--- config.mk ---
export PLATFORM = sky130hd
export DESIGN_NAME = csp_device_flat
export DESIGN_NICKNAME = d
export VERILOG_FILES = /design/src/csp_pkg.sv /design/src/csp_link_if.sv /design/src/csp_device.sv /design/src/flat_wrapper.sv
export VERILOG_INCLUDE_DIRS = /design/src
export SDC_FILE = /design/constraint.sdc
export NUM_CORES = 1
export LEC_CHECK = 0
export BUFFER_PORTS_ARGS = -buffer_cell sky130_fd_sc_hd__buf_2
export CAP_MARGIN = 40
export CELL_PAD_IN_SITES_DETAIL_PLACEMENT = 1
export CELL_PAD_IN_SITES_GLOBAL_PLACEMENT = 2
export CORE_AREA = 2 2 153 155
export CTS_CLUSTER_DIAMETER = 200
export DETAILED_ROUTE_END_ITERATION = 8
export DIE_AREA = 0 0 155 157
export GPL_TIMING_DRIVEN = 0
export PLACE_DENSITY_LB_ADDON = 0.3
export SLEW_MARGIN = 30
export SYNTH_ARGS = -nofsm -noshare
export SYNTH_HDL_FRONTEND = slang
export SYNTH_SLANG_ARGS = --single-unit
export TNS_END_PERCENT = 10
--- constraint.sdc ---
create_clock -name sys_clk -period 6.1 [get_ports sys_clk]
set_input_delay 0.61 -clock sys_clk [delete_from_list [all_inputs] [get_ports sys_clk]]
set_output_delay 0.61 -clock sys_clk [all_outputs]
set_load 0.1 [all_outputs]
--- src/csp_map.svh ---
// Timing counts, word fields and reset values of the serial port
`ifndef CSP_MAP_SVH
`define CSP_MAP_SVH
// ==========
// Timing
`define CSP_SYS_MHZ        125
`define CSP_SCLK_HALF_NS   64
`define CSP_SCLK_HALF_CYC  ((`CSP_SCLK_HALF_NS * `CSP_SYS_MHZ) / 1000)
`define CSP_WORD_BITS      16
`define CSP_M_BASE         256
`define CSP_MOD_LAST       3'h7
// ==========
// Control word fields
`define CSP_W_FLAG         15
`define CSP_ADDR_HI        14
`define CSP_ADDR_LO        12
`define CSP_REG_HI         11
`define CSP_REG_LO         8
`define CSP_REG_CFG_A      4'h0
`define CSP_REG_CFG_B      4'h1
`define CSP_REG_DIV        4'h2
`define CSP_A_DPS          0
`define CSP_A_MM           1
`define CSP_A_DC_LO        2
`define CSP_A_DC_HI        4
// ==========
// Reset values
`define CSP_DC_RESET       3'h0
`define CSP_DIV_RESET      3'h0
`define CSP_RATE_DFLT      2'h3
`endif

--- src/csp_pkg.sv ---
// Types of the codec serial cascade port; the host end uses none of them
`default_nettype none
package csp_pkg;
  // Word moved over the link
  typedef logic [15:0] csp_word_t;
  // Operating mode of the device
  typedef enum logic [1:0] {
    CSP_PROGRAM,
    CSP_DATA,
    CSP_MIXED
  } csp_mode_t;
endpackage
`default_nettype wire

--- src/csp_link_if.sv ---
// Serial link wires between the codec device and its host
`default_nettype none
interface csp_link_if;
  logic serial_clk;         // Bit clock, made by the device
  logic output_frame_sync;  // Device to host frame sync
  logic serial_out_line;    // Device to host data
  logic input_frame_sync;   // Host to device frame sync
  logic serial_in_line;     // Host to device data
  modport dev  (output serial_clk, output output_frame_sync, output serial_out_line,
                input input_frame_sync, input serial_in_line);
  modport host (input serial_clk, input output_frame_sync, input serial_out_line,
                output input_frame_sync, output serial_in_line);
endinterface
`default_nettype wire

--- src/csp_device.sv ---
// Codec end of the serial cascade port
//
// Operation
// Frame sync precedes each 16-bit word
// Device generates the serial bit clock
// Indirect wiring: host makes input sync
// Direct wiring: output sync frames input too
// Host preloads first word before reset release
// Up to eight units, addressing in packets
// Units times 16 times rate within clock
// Sample interval is M divided clock cycles
// Host sends N words per interval
// Sample delivered within sixteen bit clocks
// Count input syncs, load converter on match
// Host programs cascade count as units minus one
// Cascade count resets to zero
// Four rates, constant modulator sampling rate
// Master divider scales rate, resets to one
// Widened accumulator avoids overflow at 8 kHz
// Shift MSB first after frame sync
// Select bits choose program, data, mixed
// Address zero accepts, else decrement and pass
// Slowest rate until second register written
// Mixed mode flag bit, 15-bit data
`include "csp_map.svh"
`default_nettype none
module csp_device (
  // Clock and reset
  input  wire logic          sys_clk,
  input  wire logic          rstn,
  // Serial link toward the host
  csp_link_if.dev            lnk,
  // Wiring style and modulator stream
  input  wire logic          direct_wiring,
  input  wire logic          mod_bit,
  // Converter and status side
  output logic [15:0]        dac_word,
  output logic               dac_load,
  output logic [15:0]        adc_word,
  output logic               sample_pulse,
  output csp_pkg::csp_mode_t mode,
  output logic [2:0]         cascade_count
);
  localparam logic [3:0] HALF     = 4'(`CSP_SCLK_HALF_CYC);
  localparam logic [3:0] BIT_LAST = 4'(2 * `CSP_SCLK_HALF_CYC - 1);
  localparam logic [4:0] WBITS    = 5'(`CSP_WORD_BITS);
  // Ones count of one interval to a 16-bit sample
  function automatic logic [15:0] scale(input logic [8:0] a, input logic [1:0] r);
    logic [24:0] w;
    w = {16'h0, a} << (4'hb - {2'b0, r});
    scale = (w[24:16] != 9'h0) ? 16'hffff : w[15:0];
  endfunction
  // ==========
  // Bit clock divider and input synchronisers
  logic [3:0] div_ff, nxt_div;       // Position inside one bit period
  logic       sclk_ff, nxt_sclk;     // Bit clock driven out
  logic [1:0] s1_ff, nxt_s1;         // First sync stage {sync, data}
  logic [1:0] s2_ff, nxt_s2;         // Second sync stage
  logic [1:0] s3_ff, nxt_s3;         // Third sync stage
  logic [1:0] filt_ff, nxt_filt;     // Accepted level once stages agree
  logic       bit_end;               // Last sys_clk cycle of a bit period
  assign bit_end = (div_ff == BIT_LAST);
  // Bit clock high in the first half of a period
  always_comb begin
    nxt_div  = bit_end ? 4'h0 : div_ff + 4'h1;
    nxt_sclk = (nxt_div < HALF);
    nxt_s1   = {lnk.input_frame_sync, lnk.serial_in_line};
    nxt_s2   = s1_ff;
    nxt_s3   = s2_ff;
    nxt_filt = (~(s2_ff ^ s3_ff) & s3_ff) | ((s2_ff ^ s3_ff) & filt_ff);
  end

  always_ff @(posedge sys_clk or negedge rstn) begin
    if (!rstn) begin
      div_ff  <= 4'h0;
      sclk_ff <= 1'b1;
      s1_ff   <= 2'h0;
      s2_ff   <= 2'h0;
      s3_ff   <= 2'h0;
      filt_ff <= 2'h0;
    end else begin
      div_ff  <= nxt_div;
      sclk_ff <= nxt_sclk;
      s1_ff   <= nxt_s1;
      s2_ff   <= nxt_s2;
      s3_ff   <= nxt_s3;
      filt_ff <= nxt_filt;
    end
  end
  // ==========
  // Divided master clock, sample interval and decimation
  logic [2:0]  mdiv_ff;              // Master divider setting minus one
  logic [1:0]  rate_ff;              // Programmed interval select
  logic        rate_set_ff;          // Second config register written
  logic        mm_ff;                // Mixed mode bit
  logic [2:0]  mcnt_ff, nxt_mcnt;    // Master divider counter
  logic [2:0]  modc_ff, nxt_modc;    // Modulator tick counter
  logic [10:0] ivl_ff, nxt_ivl;      // Position inside the sample interval
  logic [8:0]  acc_ff, nxt_acc;      // Ones count, sized for the longest interval
  logic [15:0] adc_ff, nxt_adc;      // Latest sample
  logic        smp_ff, nxt_smp;      // Sample event pulse
  logic [1:0]  rate_eff;             // Interval select in force
  logic        dm_tick;              // One divided master clock cycle
  logic        sample_ev;            // Converter sampling event
  logic [8:0]  acc_in;               // Count including this tick
  logic [15:0] raw;                  // Scaled sample
  assign rate_eff  = rate_set_ff ? rate_ff : `CSP_RATE_DFLT;
  assign dm_tick   = (mcnt_ff >= mdiv_ff);
  assign sample_ev = dm_tick && (ivl_ff >= 11'((`CSP_M_BASE << rate_eff) - 1));

  // Modulator runs at one eighth of the divided clock whatever the rate
  always_comb begin
    nxt_mcnt = dm_tick ? 3'h0 : mcnt_ff + 3'h1;
    nxt_modc = dm_tick ? modc_ff + 3'h1 : modc_ff;
    nxt_ivl  = dm_tick ? (sample_ev ? 11'h0 : ivl_ff + 11'h1) : ivl_ff;
    acc_in   = acc_ff + {8'h0, dm_tick && (modc_ff == `CSP_MOD_LAST) && mod_bit};
    raw      = scale(acc_in, rate_eff);
    nxt_acc  = sample_ev ? 9'h0 : acc_in;
    nxt_smp  = sample_ev;
    nxt_adc  = adc_ff;
    if (sample_ev) begin
      nxt_adc = mm_ff ? {1'b0, raw[15:1]} : raw;
    end
  end

  always_ff @(posedge sys_clk or negedge rstn) begin
    if (!rstn) begin
      mcnt_ff <= 3'h0;
      modc_ff <= 3'h0;
      ivl_ff  <= 11'h0;
      acc_ff  <= 9'h0;
      adc_ff  <= 16'h0;
      smp_ff  <= 1'b0;
    end else begin
      mcnt_ff <= nxt_mcnt;
      modc_ff <= nxt_modc;
      ivl_ff  <= nxt_ivl;
      acc_ff  <= nxt_acc;
      adc_ff  <= nxt_adc;
      smp_ff  <= nxt_smp;
    end
  end
  // ==========
  // Word engine: receive, configuration, transmit
  logic        dps_ff, nxt_dps;      // Data/program select
  logic        nxt_mm;
  logic [2:0]  dc_ff, nxt_dc;        // Cascade count field
  logic [1:0]  nxt_rate;
  logic        nxt_rate_set;
  logic [2:0]  nxt_mdiv;
  csp_pkg::csp_mode_t mode_ff, nxt_mode;
  logic [4:0]  icnt_ff, nxt_icnt;    // Input bits still to come
  logic [15:0] ish_ff, nxt_ish;      // Serial input register
  logic [2:0]  fsc_ff, nxt_fsc;      // Input frames since sample event
  logic [15:0] dac_ff, nxt_dac;      // Converter register
  logic        dld_ff, nxt_dld;      // Converter load pulse
  logic [15:0] pass_ff, nxt_pass;    // Word to forward down the cascade
  logic        ppend_ff, nxt_ppend;
  logic        apend_ff, nxt_apend;  // Sample waiting to go out
  logic [4:0]  ocnt_ff, nxt_ocnt;    // Output bits still to drive
  logic [15:0] osh_ff, nxt_osh;
  logic        ofs_ff, nxt_ofs;
  logic        sdo_ff, nxt_sdo;
  logic [15:0] word;                 // Word as completed this period
  logic        ifs_eff;              // Input sync in force

  assign word    = {ish_ff[14:0], filt_ff[0]};
  assign ifs_eff = direct_wiring ? ofs_ff : filt_ff[1];

  // All link decisions are taken at the end of a bit period
  always_comb begin
    nxt_dps = dps_ff;  nxt_mm = mm_ff;  nxt_dc = dc_ff;
    nxt_rate = rate_ff;  nxt_rate_set = rate_set_ff;  nxt_mdiv = mdiv_ff;
    nxt_icnt = icnt_ff;  nxt_ish = ish_ff;  nxt_fsc = sample_ev ? 3'h0 : fsc_ff;
    nxt_dac = dac_ff;  nxt_dld = 1'b0;  nxt_pass = pass_ff;  nxt_ppend = ppend_ff;
    nxt_apend = apend_ff | sample_ev;
    nxt_ocnt = ocnt_ff;  nxt_osh = osh_ff;  nxt_ofs = ofs_ff;  nxt_sdo = sdo_ff;
    if (bit_end) begin
      // Transmit: a new word's sync overlaps the last bit of the old one
      nxt_sdo = (ocnt_ff != 5'h0) ? osh_ff[15] : 1'b0;
      nxt_ofs = 1'b0;
      if ((ocnt_ff <= 5'h1) && (apend_ff || ppend_ff)) begin
        nxt_ofs  = 1'b1;
        nxt_ocnt = WBITS;
        if (apend_ff) begin
          nxt_osh   = adc_ff;
          nxt_apend = sample_ev;
        end else begin
          nxt_osh   = pass_ff;
          nxt_ppend = 1'b0;
        end
      end else if (ocnt_ff != 5'h0) begin
        nxt_osh  = {osh_ff[14:0], 1'b0};
        nxt_ocnt = ocnt_ff - 5'h1;
      end
      // Receive: shift in, then act on the completed word
      if (icnt_ff != 5'h0) begin
        nxt_ish  = word;
        nxt_icnt = icnt_ff - 5'h1;
      end
      if (icnt_ff == 5'h1) begin
        if (!dps_ff || (mm_ff && word[`CSP_W_FLAG])) begin
          if (word[`CSP_ADDR_HI:`CSP_ADDR_LO] == 3'h0) begin
            case (word[`CSP_REG_HI:`CSP_REG_LO])
              `CSP_REG_CFG_A: begin
                nxt_dps = word[`CSP_A_DPS];
                nxt_mm  = word[`CSP_A_MM];
                nxt_dc  = word[`CSP_A_DC_HI:`CSP_A_DC_LO];
              end
              `CSP_REG_CFG_B: begin
                nxt_rate     = word[1:0];
                nxt_rate_set = 1'b1;
              end
              `CSP_REG_DIV: nxt_mdiv = word[2:0];
              default: nxt_mdiv = mdiv_ff;  // Other registers live elsewhere
            endcase
          end else begin
            // Not ours: pass on, address one lower
            nxt_pass  = {word[15], word[14:12] - 3'h1, word[11:0]};
            nxt_ppend = 1'b1;
          end
        end else begin
          if (fsc_ff == dc_ff) begin
            nxt_dac = mm_ff ? {word[14:0], 1'b0} : word;
            nxt_dld = 1'b1;
          end
          nxt_fsc = nxt_fsc + 3'h1;
        end
      end
      if (ifs_eff) begin
        nxt_icnt = WBITS;
      end
    end
    // Plain data mode locks the registers until the next reset
    if (!nxt_dps) begin
      nxt_mode = csp_pkg::CSP_PROGRAM;
    end else if (nxt_mm) begin
      nxt_mode = csp_pkg::CSP_MIXED;
    end else begin
      nxt_mode = csp_pkg::CSP_DATA;
    end
  end

  always_ff @(posedge sys_clk or negedge rstn) begin
    if (!rstn) begin
      dps_ff <= 1'b0;  mm_ff <= 1'b0;  dc_ff <= `CSP_DC_RESET;
      rate_ff <= 2'h0;  rate_set_ff <= 1'b0;  mdiv_ff <= `CSP_DIV_RESET;
      mode_ff <= csp_pkg::CSP_PROGRAM;
      icnt_ff <= 5'h0;  ish_ff <= 16'h0;  fsc_ff <= 3'h0;
      dac_ff <= 16'h0;  dld_ff <= 1'b0;  pass_ff <= 16'h0;  ppend_ff <= 1'b0;
      apend_ff <= 1'b0;  ocnt_ff <= 5'h0;  osh_ff <= 16'h0;
      ofs_ff <= 1'b0;  sdo_ff <= 1'b0;
    end else begin
      dps_ff <= nxt_dps;  mm_ff <= nxt_mm;  dc_ff <= nxt_dc;
      rate_ff <= nxt_rate;  rate_set_ff <= nxt_rate_set;  mdiv_ff <= nxt_mdiv;
      mode_ff <= nxt_mode;
      icnt_ff <= nxt_icnt;  ish_ff <= nxt_ish;  fsc_ff <= nxt_fsc;
      dac_ff <= nxt_dac;  dld_ff <= nxt_dld;  pass_ff <= nxt_pass;  ppend_ff <= nxt_ppend;
      apend_ff <= nxt_apend;  ocnt_ff <= nxt_ocnt;  osh_ff <= nxt_osh;
      ofs_ff <= nxt_ofs;  sdo_ff <= nxt_sdo;
    end
  end

  // ==========
  // Outputs, all straight from flip-flops
  assign lnk.serial_clk        = sclk_ff;
  assign lnk.output_frame_sync = ofs_ff;
  assign lnk.serial_out_line   = sdo_ff;
  assign dac_word              = dac_ff;
  assign dac_load              = dld_ff;
  assign adc_word              = adc_ff;
  assign sample_pulse          = smp_ff;
  assign mode                  = mode_ff;
  assign cascade_count         = dc_ff;
endmodule
`default_nettype wire

--- src/flat_wrapper.sv ---
// flat-port wrapper written by rule: the top's interface ports become plain ports
module csp_device_flat 
  (sys_clk, rstn, direct_wiring, mod_bit, dac_word, dac_load, adc_word, sample_pulse, mode, cascade_count, lnk_serial_clk, lnk_output_frame_sync, lnk_serial_out_line, lnk_input_frame_sync, lnk_serial_in_line);
  csp_link_if lnk_i ();
  input  wire logic sys_clk;
  input  wire logic rstn;
  input  wire logic direct_wiring;
  input  wire logic mod_bit;
  output logic [15:0] dac_word;
  output logic dac_load;
  output logic [15:0] adc_word;
  output logic sample_pulse;
  output csp_pkg::csp_mode_t mode;
  output logic [2:0] cascade_count;
  output wire logic [$bits(lnk_i.serial_clk)-1:0] lnk_serial_clk;
  output wire logic [$bits(lnk_i.output_frame_sync)-1:0] lnk_output_frame_sync;
  output wire logic [$bits(lnk_i.serial_out_line)-1:0] lnk_serial_out_line;
  input wire logic [$bits(lnk_i.input_frame_sync)-1:0] lnk_input_frame_sync;
  input wire logic [$bits(lnk_i.serial_in_line)-1:0] lnk_serial_in_line;
  assign lnk_serial_clk = lnk_i.serial_clk;
  assign lnk_output_frame_sync = lnk_i.output_frame_sync;
  assign lnk_serial_out_line = lnk_i.serial_out_line;
  assign lnk_i.input_frame_sync = lnk_input_frame_sync;
  assign lnk_i.serial_in_line = lnk_serial_in_line;
  csp_device u_core (.sys_clk(sys_clk), .rstn(rstn), .lnk(lnk_i), .direct_wiring(direct_wiring), .mod_bit(mod_bit), .dac_word(dac_word), .dac_load(dac_load), .adc_word(adc_word), .sample_pulse(sample_pulse), .mode(mode), .cascade_count(cascade_count));
endmodule
**Yosys cells after proc, flatten, opt, wreduce, memory -nomap -nowiden**

Cells that the tools add are included.

- Bits in latches: 0
- RAM bits: 0
- Register bits: 150
- Input bits: 6
- Memories kept: 0
- Logic and storage cells: 131
- Memory bits (read-only): 0

- Reductions and logical operators: 23
- Eq/ne operators: 6
- Shift operators: 2
- Divide/modulo/power cells: 0
- Mux-type cells: 46
- Multipliers: 0
- $add $sub $neg: 11
- Magnitude comparators: 4
- Bitwise operators: 8

Operators with widths:

| cell | number |
|---|---|
| $mux 16 | 6 |
| $mux 1 | 25 |
| $shl 9x4->25 | 1 |
| $mux 5 | 4 |
| $mux 3 | 5 |
| $reduce_and 5->1 | 3 |
| $add 11x1->11 const B | 1 |
| $ge 11x11->1 | 1 |
| $mux 11 | 1 |
| $shl 9x2->11 const A | 1 |
| $sub 11x2->11 const B | 1 |
| $reduce_bool 5->1 | 2 |
| $sub 5x1->5 const B | 2 |
| $add 3x1->3 const B | 3 |
| $add 9x1->9 | 1 |
| $mux 9 | 1 |
| $reduce_bool 9->1 | 1 |
| $reduce_and 4->1 | 2 |
| $mux 2 | 3 |
| $reduce_and 2->1 | 3 |
| $eq 5x1->1 const B | 1 |
| $le 5x1->1 const B | 1 |
| $logic_and 1x1->1 | 5 |
| $add 4x1->4 const B | 1 |
| other kinds (21) | 25 |

**Depth between registers and ports, before layout**

Gate-level depths: netlist of run 1.

- Depth in word-level cells: 10
- Mapped depth: 15
- Mapped depth without buffers: 14

**Worst setup path after synthesis of run 1**

OpenSTA, ideal clock, no wires.

- Path kind: register -> register
- From: reg u_core.mcnt_ff[0]
- To: reg u_core.adc_ff[15] (netlist: u_core.adc_word[15])
- Slack: 2.925 ns
- Data required time: 5.974 ns
- Period minus slack after synthesis: 3.175 ns
- Setup time: 0.126 ns
- Arrival: 3.049 ns
- Stages on the path, launching flop included: 16
- Cells stage by stage: dfrtp_1 > inv_1 > ha_1 > nand2b_1 > a21o_1 > a21o_1 > clkbuf_1 > and3_1 > ha_1 > ha_1 > nand3_1 > xnor2_1 > a221oi_1 > o32ai_1 > a21oi_1 > mux2_2

- Longest elaborated chain between the ends: 8
- Elaborated cells on any way between the ends: 9
- Classes of those cells: 1 x add/sub; 1 x order compare; 1 x shift; 2 x mux; 4 x reduce/logical

Ends and longest elaborated chain:

| what | line | source |
|---|---|---|
| start, declared | csp_device.sv:96 | `logic [2:0] mcnt_ff, nxt_mcnt;` |
| start signal, assigned | csp_device.sv:135 | `mcnt_ff <= nxt_mcnt;` |
| $ge 3x3->1 (*) | csp_device.sv:108 | `assign dm_tick = (mcnt_ff >= mdiv_ff);` |
| $logic_and 1x1->1 (2 in series) | csp_device.sv:116 | `` acc_in = acc_ff + {8'h0, dm_tick && (modc_ff == `CSP_MOD_LAST) && mod_bit}; `` |
| $add 9x1->9 | csp_device.sv:116 |  |
| $shl 9x4->25 | csp_device.sv:50 | `w = {16'h0, a} << (4'hb - {2'b0, r});` |
| $reduce_bool 9->1 | csp_device.sv:51 | `scale = (w[24:16] != 9'h0) ? 16'hffff : w[15:0];` |
| $mux 16 | csp_device.sv:51 |  |
| $mux 16 | csp_device.sv:122 | `nxt_adc = mm_ff ? {1'b0, raw[15:1]} : raw;` |
| end signal, assigned | csp_device.sv:139 | `adc_ff <= nxt_adc;` |
| end, declared | csp_device.sv:100 | `logic [15:0] adc_ff, nxt_adc;` |

Every way passes the cells marked *; elsewhere a longest branch is shown, timed or not.
A chain may end at the register's enable or synchronous reset.

**Worst setup path in the final report of run 1**

Ends and elaborated chain as after synthesis.

==> impl_results.md, run 1 <==
* Top cells by area, synth: dfrtp_1 (51%), mux2_2 (5.3%), mux2i_1 (4.3%)
* Mapped Cells at 657
* Input/output buffers at 47
* Initial Utilization at 0.309
* Worst Path Required at 6.40 ns
* CTS Buf Count at 17
* Post-route DRC at 0
* First-pass GRT wire length at 29,000 um
* Total GRT Usage at 0.151
* Die footprint at 0.0243 mm^2
* # Post-CTS Setup Buffers at 0
* Clk sinks at 144
* Routed WL at 17,500 um
* Worst slew pin tran at 0.753 ns
* Leakage at 3.77 nW
* Final net count at 750
* RSZ-0062 raised after global routing: false
* Synth async-reset ratio at 1.00
* Htree depth at 4
* Die X at 155 um
* Sw Pwr at 499 uW
* Endpoints failing setup at 0
* Initial drt markers at 180
* Clock latency at the later pin of the worst-skew pair at 0.42 ns
* GP Congestion at 0.770
* Reg2reg path depth at 15
* Reg power frac at 0.468
* Synthesized Nets at 683
* Final hold violation count at 0
* Vias in the first global route at 5,438
* Via count at 5,042
* VDD IR-drop max at 0.157 mV
* Mapped Area at 0.00696 mm^2
* Initial antenna violation count at 0
* Avg Cell Area, Syn at 10.6 um^2
* Min Hold Slack at 0.181 ns
* Tmin final at 3.93 ns
* Period utilization at 0.644
* Max FO, Critical Path at 10
* Dpl hpwl at 12,800 um
* Clock power frac at 0.486
* Rows at 55
* Global route overflow at 0
* Slew headroom at 0.498
* Ys Warns at 0
* Crit end category: flip-flop
* Cell accounting for the most synthesized area: dfrtp_1
* Most frequent cells after synthesis: dfrtp_1 (143), nand2_1 (60), nor2_1 (57)
* Router iterations before antenna repair at 4
* CTS tree: done
* Max Cap Viol at 0
* Internal Power at 1.63 mW
* Total power divided by cell area at 260 mW/mm^2
* Slew Viols, Final at 0
* Die H at 157 um
* Upper clock frequency limit at 255 MHz
* Startpoint types: flip-flop
* Core area at 0.0225 mm^2
* Switching share of total power at 0.235
* Pin count of the biggest net entering global routing at 83
* Min-delay worst type: input port to async pin
* CP max stage delay at 0.43 ns
* Critical path type: flip-flop to flip-flop
* Top-level I/O count at 48
* Antenna Cells at 0
* Setup TNS Final at 0 ns
* Register area share after synthesis at 0.518
* Status: completed
* Area grow syn2layout at 17.4%
* CTS resizes at 0
* FF-to-FF Start: u_core.mcnt_ff[0]$_DFF_PN0_
* Critical path arrival at 4.23 ns
* Hold buffers post-CTS at 0
* Primary FF master, synth: dfrtp_1
* Worst reg2reg path endpoint: u_core.adc_word[15]$_DFFE_PN0N_
* Clk slew on worst S/H paths at 0.06 ns
* CP most frequent cell: ha_1
* Count leader, synth: dfrtp_1
* Worst R2R Setup Slack at 2.17 ns
* Clock Path Buffers at 2
* Yosys cell types at 61
* CP cell instances: inv_1, ha_1, nand2b_1, a21o_1, a21o_1, clkbuf_1, and3_1, ha_1, ha_1, nand3_1, xnor2_1, a221oi_1, o32ai_1, a21oi_1, mux2_2
* Yosys reg bits at 144
* Area share of the largest cell type after synthesis at 0.514
* Clock root cell: clkbuf_16
* Critical path's slowest cell: o32ai_1
* Fillers at 2,478
* Routed Antenna Nets at 0
* Combinational share of power at 0.046
* Layout cells sized above 1 at 0.221
* Vias per cell at 4.93
* Post-synth EDFFs at 0
* Average wire per standard cell at 17.2 um
* Clock skew at 0.00968 ns
==> worst max-delay path, delay by kind of cell (launching register included) <==
family / cells / cell delay, ns
AO/OA/AOI/OAI: 5 / 1.02
XOR/XNOR: 1 / 0.32
multiplexers: 1 / 0.28
adder cells (fa/ha/maj): 3 / 0.84
AND/OR/NAND/NOR: 3 / 0.51
flip-flops: 1 / 0.37
buffers and inverters: 2 / 0.45
==> flip-flops by register name, indices dropped and copies added (netlist names), 4 cells and up, named ones only <==
register / flops
u_core.dac_word: 16
u_core.osh_ff: 16
u_core.pass_ff: 16
u_core.ish_ff: 15
u_core.ivl_ff: 11
u_core.adc_word: 10
u_core.acc_ff: 9
u_core.icnt_ff: 5
u_core.ocnt_ff: 5
u_core.div_ff: 4
==> power by group through the flow <==
stage / Combinational (mW) / Clock [mW] / Sequential, mW
detailed placement: 0.101 / 0 / 1.01
floorplan: 0.0602 / 0 / 1.01
global placement: 0.0943 / 0 / 1.01
CTS: 0.102 / 1.06 / 0.995
global route: 0.113 / 1.11 / 0.997
finish: 0.0986 / 1.03 / 0.995
==> cells in the final DEF, fill, tap and decap left out, types with 4 or more instances in the layout <==
cell and count:
dfrtp_1 143, nand2_1 60, nor2_1 57, buf_2 54, a21oi_1 40, o21ai_0 36, mux2_2 33, mux2i_1 30
clkbuf_1 21, inv_1 20, ha_1 20, clkbuf_16 17, xnor2_1 15, xor2_1 13, a21oi_2 13, nand3_1 12
nor2b_1 11, nand2b_1 10, nor2_2 10, and3_1 9, nand4_1 9, buf_4 9, a21o_1 7, nor3_1 7
o21ai_1 5, or3_1 5, o22a_1 4, a211oi_1 4
==> per-stage QoR <==
step                      total power, mW  instance area, um^2  worst slack (ns)   util  cells
after floorplan                      1.07                 6960              2.93      -    657
after detailed placement             1.11                 7580              2.19  0.337    990
final                                2.13                 8170              2.17  0.363   1022
after global routing                 2.22                 8170              1.92  0.363   1022
after global placement               1.11                 7550              2.28  0.335    989
after CTS                            2.16                 8170              2.17  0.363   1022
==> cells by family after synthesis <==
| group | after synthesis | synth area share |
|---|---|---|
| AOI/OAI and AO/OA | 136 | 0.125 |
| xor gates and xnor gates | 28 | 0.0353 |
| adders and majority gates | 22 | 0.0389 |
| buffers and inverters | 59 | 0.0403 |
| DFF | 144 | 0.518 |
| muxes | 64 | 0.0982 |
| and+or+nand+nor | 204 | 0.144 |
==> area by class of cell <==
| cell class | count | area [um^2] | area share |
|---|---|---|---|
| Sequential cell | 144 | 3600 | 0.441 |
| Multi-Input combinational cell | 454 | 3070 | 0.376 |
| Clock buffer | 20 | 447 | 0.0547 |
| Tap cell | 285 | 357 | 0.0437 |
| Timing Repair Buffer | 48 | 273 | 0.0334 |
| Buffer | 38 | 201 | 0.0247 |
| Clock inverter | 12 | 134 | 0.0164 |
| Inverter | 21 | 78.8 | 0.00965 |
==> per-layer routing <==
layer,global-route usage,share of wire
met2,0.250,0.48
met5,0,0
met1,0.201,0.48
met3,0.0270,0.023
met4,0.0485,0.016
==> how the worst max path moves through the flow <==
stage	start	to	slack, ns	depth (start not counted)
floorplan	u_core.mcnt_ff[0]$_DFF_PN0_	u_core.adc_word[15]$_DFFE_PN0N_	2.93	15
global placement	u_core.mcnt_ff[0]$_DFF_PN0_	u_core.adc_word[15]$_DFFE_PN0N_	2.28	15
detailed placement	u_core.mcnt_ff[0]$_DFF_PN0_	u_core.adc_word[15]$_DFFE_PN0N_	2.19	15
CTS	u_core.mcnt_ff[0]$_DFF_PN0_	u_core.adc_word[15]$_DFFE_PN0N_	2.17	15
global route	u_core.mcnt_ff[0]$_DFF_PN0_	u_core.adc_word[15]$_DFFE_PN0N_	1.92	15
finish	u_core.mcnt_ff[0]$_DFF_PN0_	u_core.adc_word[15]$_DFFE_PN0N_	2.17	15
Power figures use the tool's default switching activity.
==> run 2, diff against run 1 <==
==> constraint.sdc (replaced) <==
create_clock -name sys_clk -period 4.1 [get_ports sys_clk]
set_input_delay 0.41 -clock sys_clk [delete_from_list [all_inputs] [get_ports sys_clk]]
set_output_delay 0.41 -clock sys_clk [all_outputs]
set_load 0.1 [all_outputs]
==> impl_results.md, run 2 (synthesized netlist as in run 1, its figures left out) <==
* Global route overflow at 0
* Metal3 WL at 412 um
* Critical path arrival at 4.03 ns
* Die X at 155 um
* Status: finished, violations left
* Endpoints failing setup at 0
* Initial antenna violation count at 0
* Rows at 55
* Worst Path Required at 4.40 ns
* Setup TNS Final at 0 ns
* CTS resizes at 0
* Most frequent cells in the layout: dfrtp_1 (143), nand2_1 (60), nor2_1 (57), buf_2 (54), a21oi_1 (40)
* First-pass GRT wire length at 29,000 um
* Clock power frac at 0.486
* Finished Layout Cells at 1,021
* Slew headroom at 0.498
* Placed Area at 0.00758 mm^2
* Pin count of the biggest net entering global routing at 83
* Tmin final at 3.73 ns
* Slew Viols, Final at 0
* Placed insts at 990
* Max Cap Viol at 0
* Post-route DRC at 0
* Failing checks: hold timing
* Routed WL at 17,500 um
* Clock Path Buffers at 2
* Sw Pwr at 742 uW
* Initial drt markers at 179
* Startpoint types: flip-flop
* Worst slew pin tran at 0.753 ns
* Final net count at 749
* Router iterations before antenna repair at 4
* Util after Layout at 0.363
* Reg power frac at 0.468
* Crit end category: flip-flop
* Vias in the first global route at 5,438
* GP Congestion at 0.770
* Reg2reg path depth at 14
* Antenna Cells at 0
* Total GRT Usage at 0.151
* Min-delay worst type: input port to async pin
* Design Area, Final at 0.00816 mm^2
* Internal Power at 2.42 mW
* Core area at 0.0225 mm^2
* RSZ-0062 raised after global routing: false
* Clk sinks at 144
* Upper clock frequency limit at 268 MHz
* FF-to-FF Start: u_core.mcnt_ff[0]$_DFF_PN0_
* Clock latency at the later pin of the worst-skew pair at 0.42 ns
* Combinational share of power at 0.046
* Layout cells sized above 1 at 0.221
* Final hold violation count at 27
* Leakage at 3.77 nW
* Top-level I/O count at 48
* Initial Utilization at 0.309
* CTS Buf Count at 17
* Min Hold Slack at -0.0189 ns
* Die footprint at 0.0243 mm^2
* Dpl hpwl at 12,800 um
* Commonest non-fill, non-tap cell in the layout: dfrtp_1
* Routed Antenna Nets at 0
* Vias per cell at 4.93
* Clock skew at 0.00962 ns
* VDD IR-drop max at 0.234 mV
* Top layer used by detailed routing: met4
* Clock root cell: clkbuf_16
* Input/output buffers at 47
* CTS tree: done
* Total power divided by cell area at 388 mW/mm^2
* Period utilization at 0.909
* Max FO, Critical Path at 11
* Critical path type: flip-flop to flip-flop
* M1 wire length at 8440 um
* Total design power at 3.16 mW
* Worst reg2reg path endpoint: u_core.adc_word[15]$_DFFE_PN0N_
* Via count at 5,031
* Htree depth at 4
* Area grow syn2layout at 17.3%
* Wire length on met2 at 8390 um
* Switching share of total power at 0.234
* Worst R2R Setup Slack at 0.37 ns
* Clk slew on worst S/H paths at 0.06 ns
* Average wire per standard cell at 17.2 um
* Die H at 157 um
[run 2: cell types whose count changed in the layout (fill, tap and decap cells not counted), sizes merged]
cell	before	now
clkbuf	39	38
[run 2: routing by layer]
layer / up-vias / GRT usage
li1: 2404 / -
met1: 2551 / 0.201
met2: 55 / 0.250
met3: 21 / 0.0270
met4: 0 / 0.0485
met5: - / 0
[run 2: timing repair]
item / 4_1_cts / 5_1_grt
hold buffers: 0 / 0
setup endpoints to repair: 0 / 6
setup buffers: 0 / 0
hold endpoints to repair: 0 / 0
[run 2: layout make-up]
cell class                 count  area (um^2)
inverter                      21         78.8
clock buffer                  20          447
clock inverter                12          134
tap                          285          357
timing repair buffer          48          273
sequential                   144         3600
multi-input combinational    454         3070
fill                        2479        14300
buffer                        37          198
[run 2: worst max-delay path by stage]
stage / slack [ns] / end / cells past startpoint / startpoint
detailed placement: 0.19 / u_core.adc_word[15]$_DFFE_PN0N_ / 15 / u_core.mcnt_ff[0]$_DFF_PN0_
finish: 0.37 / u_core.adc_word[15]$_DFFE_PN0N_ / 14 / u_core.mcnt_ff[0]$_DFF_PN0_
floorplan: 0.93 / u_core.adc_word[15]$_DFFE_PN0N_ / 15 / u_core.mcnt_ff[0]$_DFF_PN0_
global placement: 0.28 / u_core.adc_word[15]$_DFFE_PN0N_ / 15 / u_core.mcnt_ff[0]$_DFF_PN0_
global route: 0.11 / u_core.adc_word[15]$_DFFE_PN0N_ / 14 / u_core.mcnt_ff[0]$_DFF_PN0_
CTS: 0.17 / u_core.adc_word[15]$_DFFE_PN0N_ / 15 / u_core.mcnt_ff[0]$_DFF_PN0_
[run 2: power by group through the flow]
stage / Clock (mW) / Sequential, mW / Combinational [mW]
CTS: 1.58 / 1.48 / 0.151
global route: 1.65 / 1.48 / 0.169
global placement: 0 / 1.50 / 0.140
detailed placement: 0 / 1.51 / 0.150
floorplan: 0 / 1.50 / 0.0896
finish: 1.54 / 1.48 / 0.146
[run 2: worst max-delay path, stage by stage, from the launching register on]
cell      delay (ns)
dfrtp_1         0.37
inv_1           0.06
ha_1            0.28
nand2b_1        0.10
a21o_1          0.13
a21o_1          0.37
and3_1          0.28
ha_1            0.26
ha_1            0.30
nand3_1         0.12
xnor2_1         0.32
a221oi_1        0.16
o32ai_1         0.43
a21oi_1         0.14
mux2_2          0.28
[run 2: stage by stage]
step | setup slack (ns) | hold WS [ns]
floorplan | 0.925 | 0.114
global placement | 0.277 | 0.334
detailed placement | 0.194 | 0.342
CTS | 0.170 | 0.00270
global route | 0.113 | 0.0160
finish | 0.373 | -0.0189
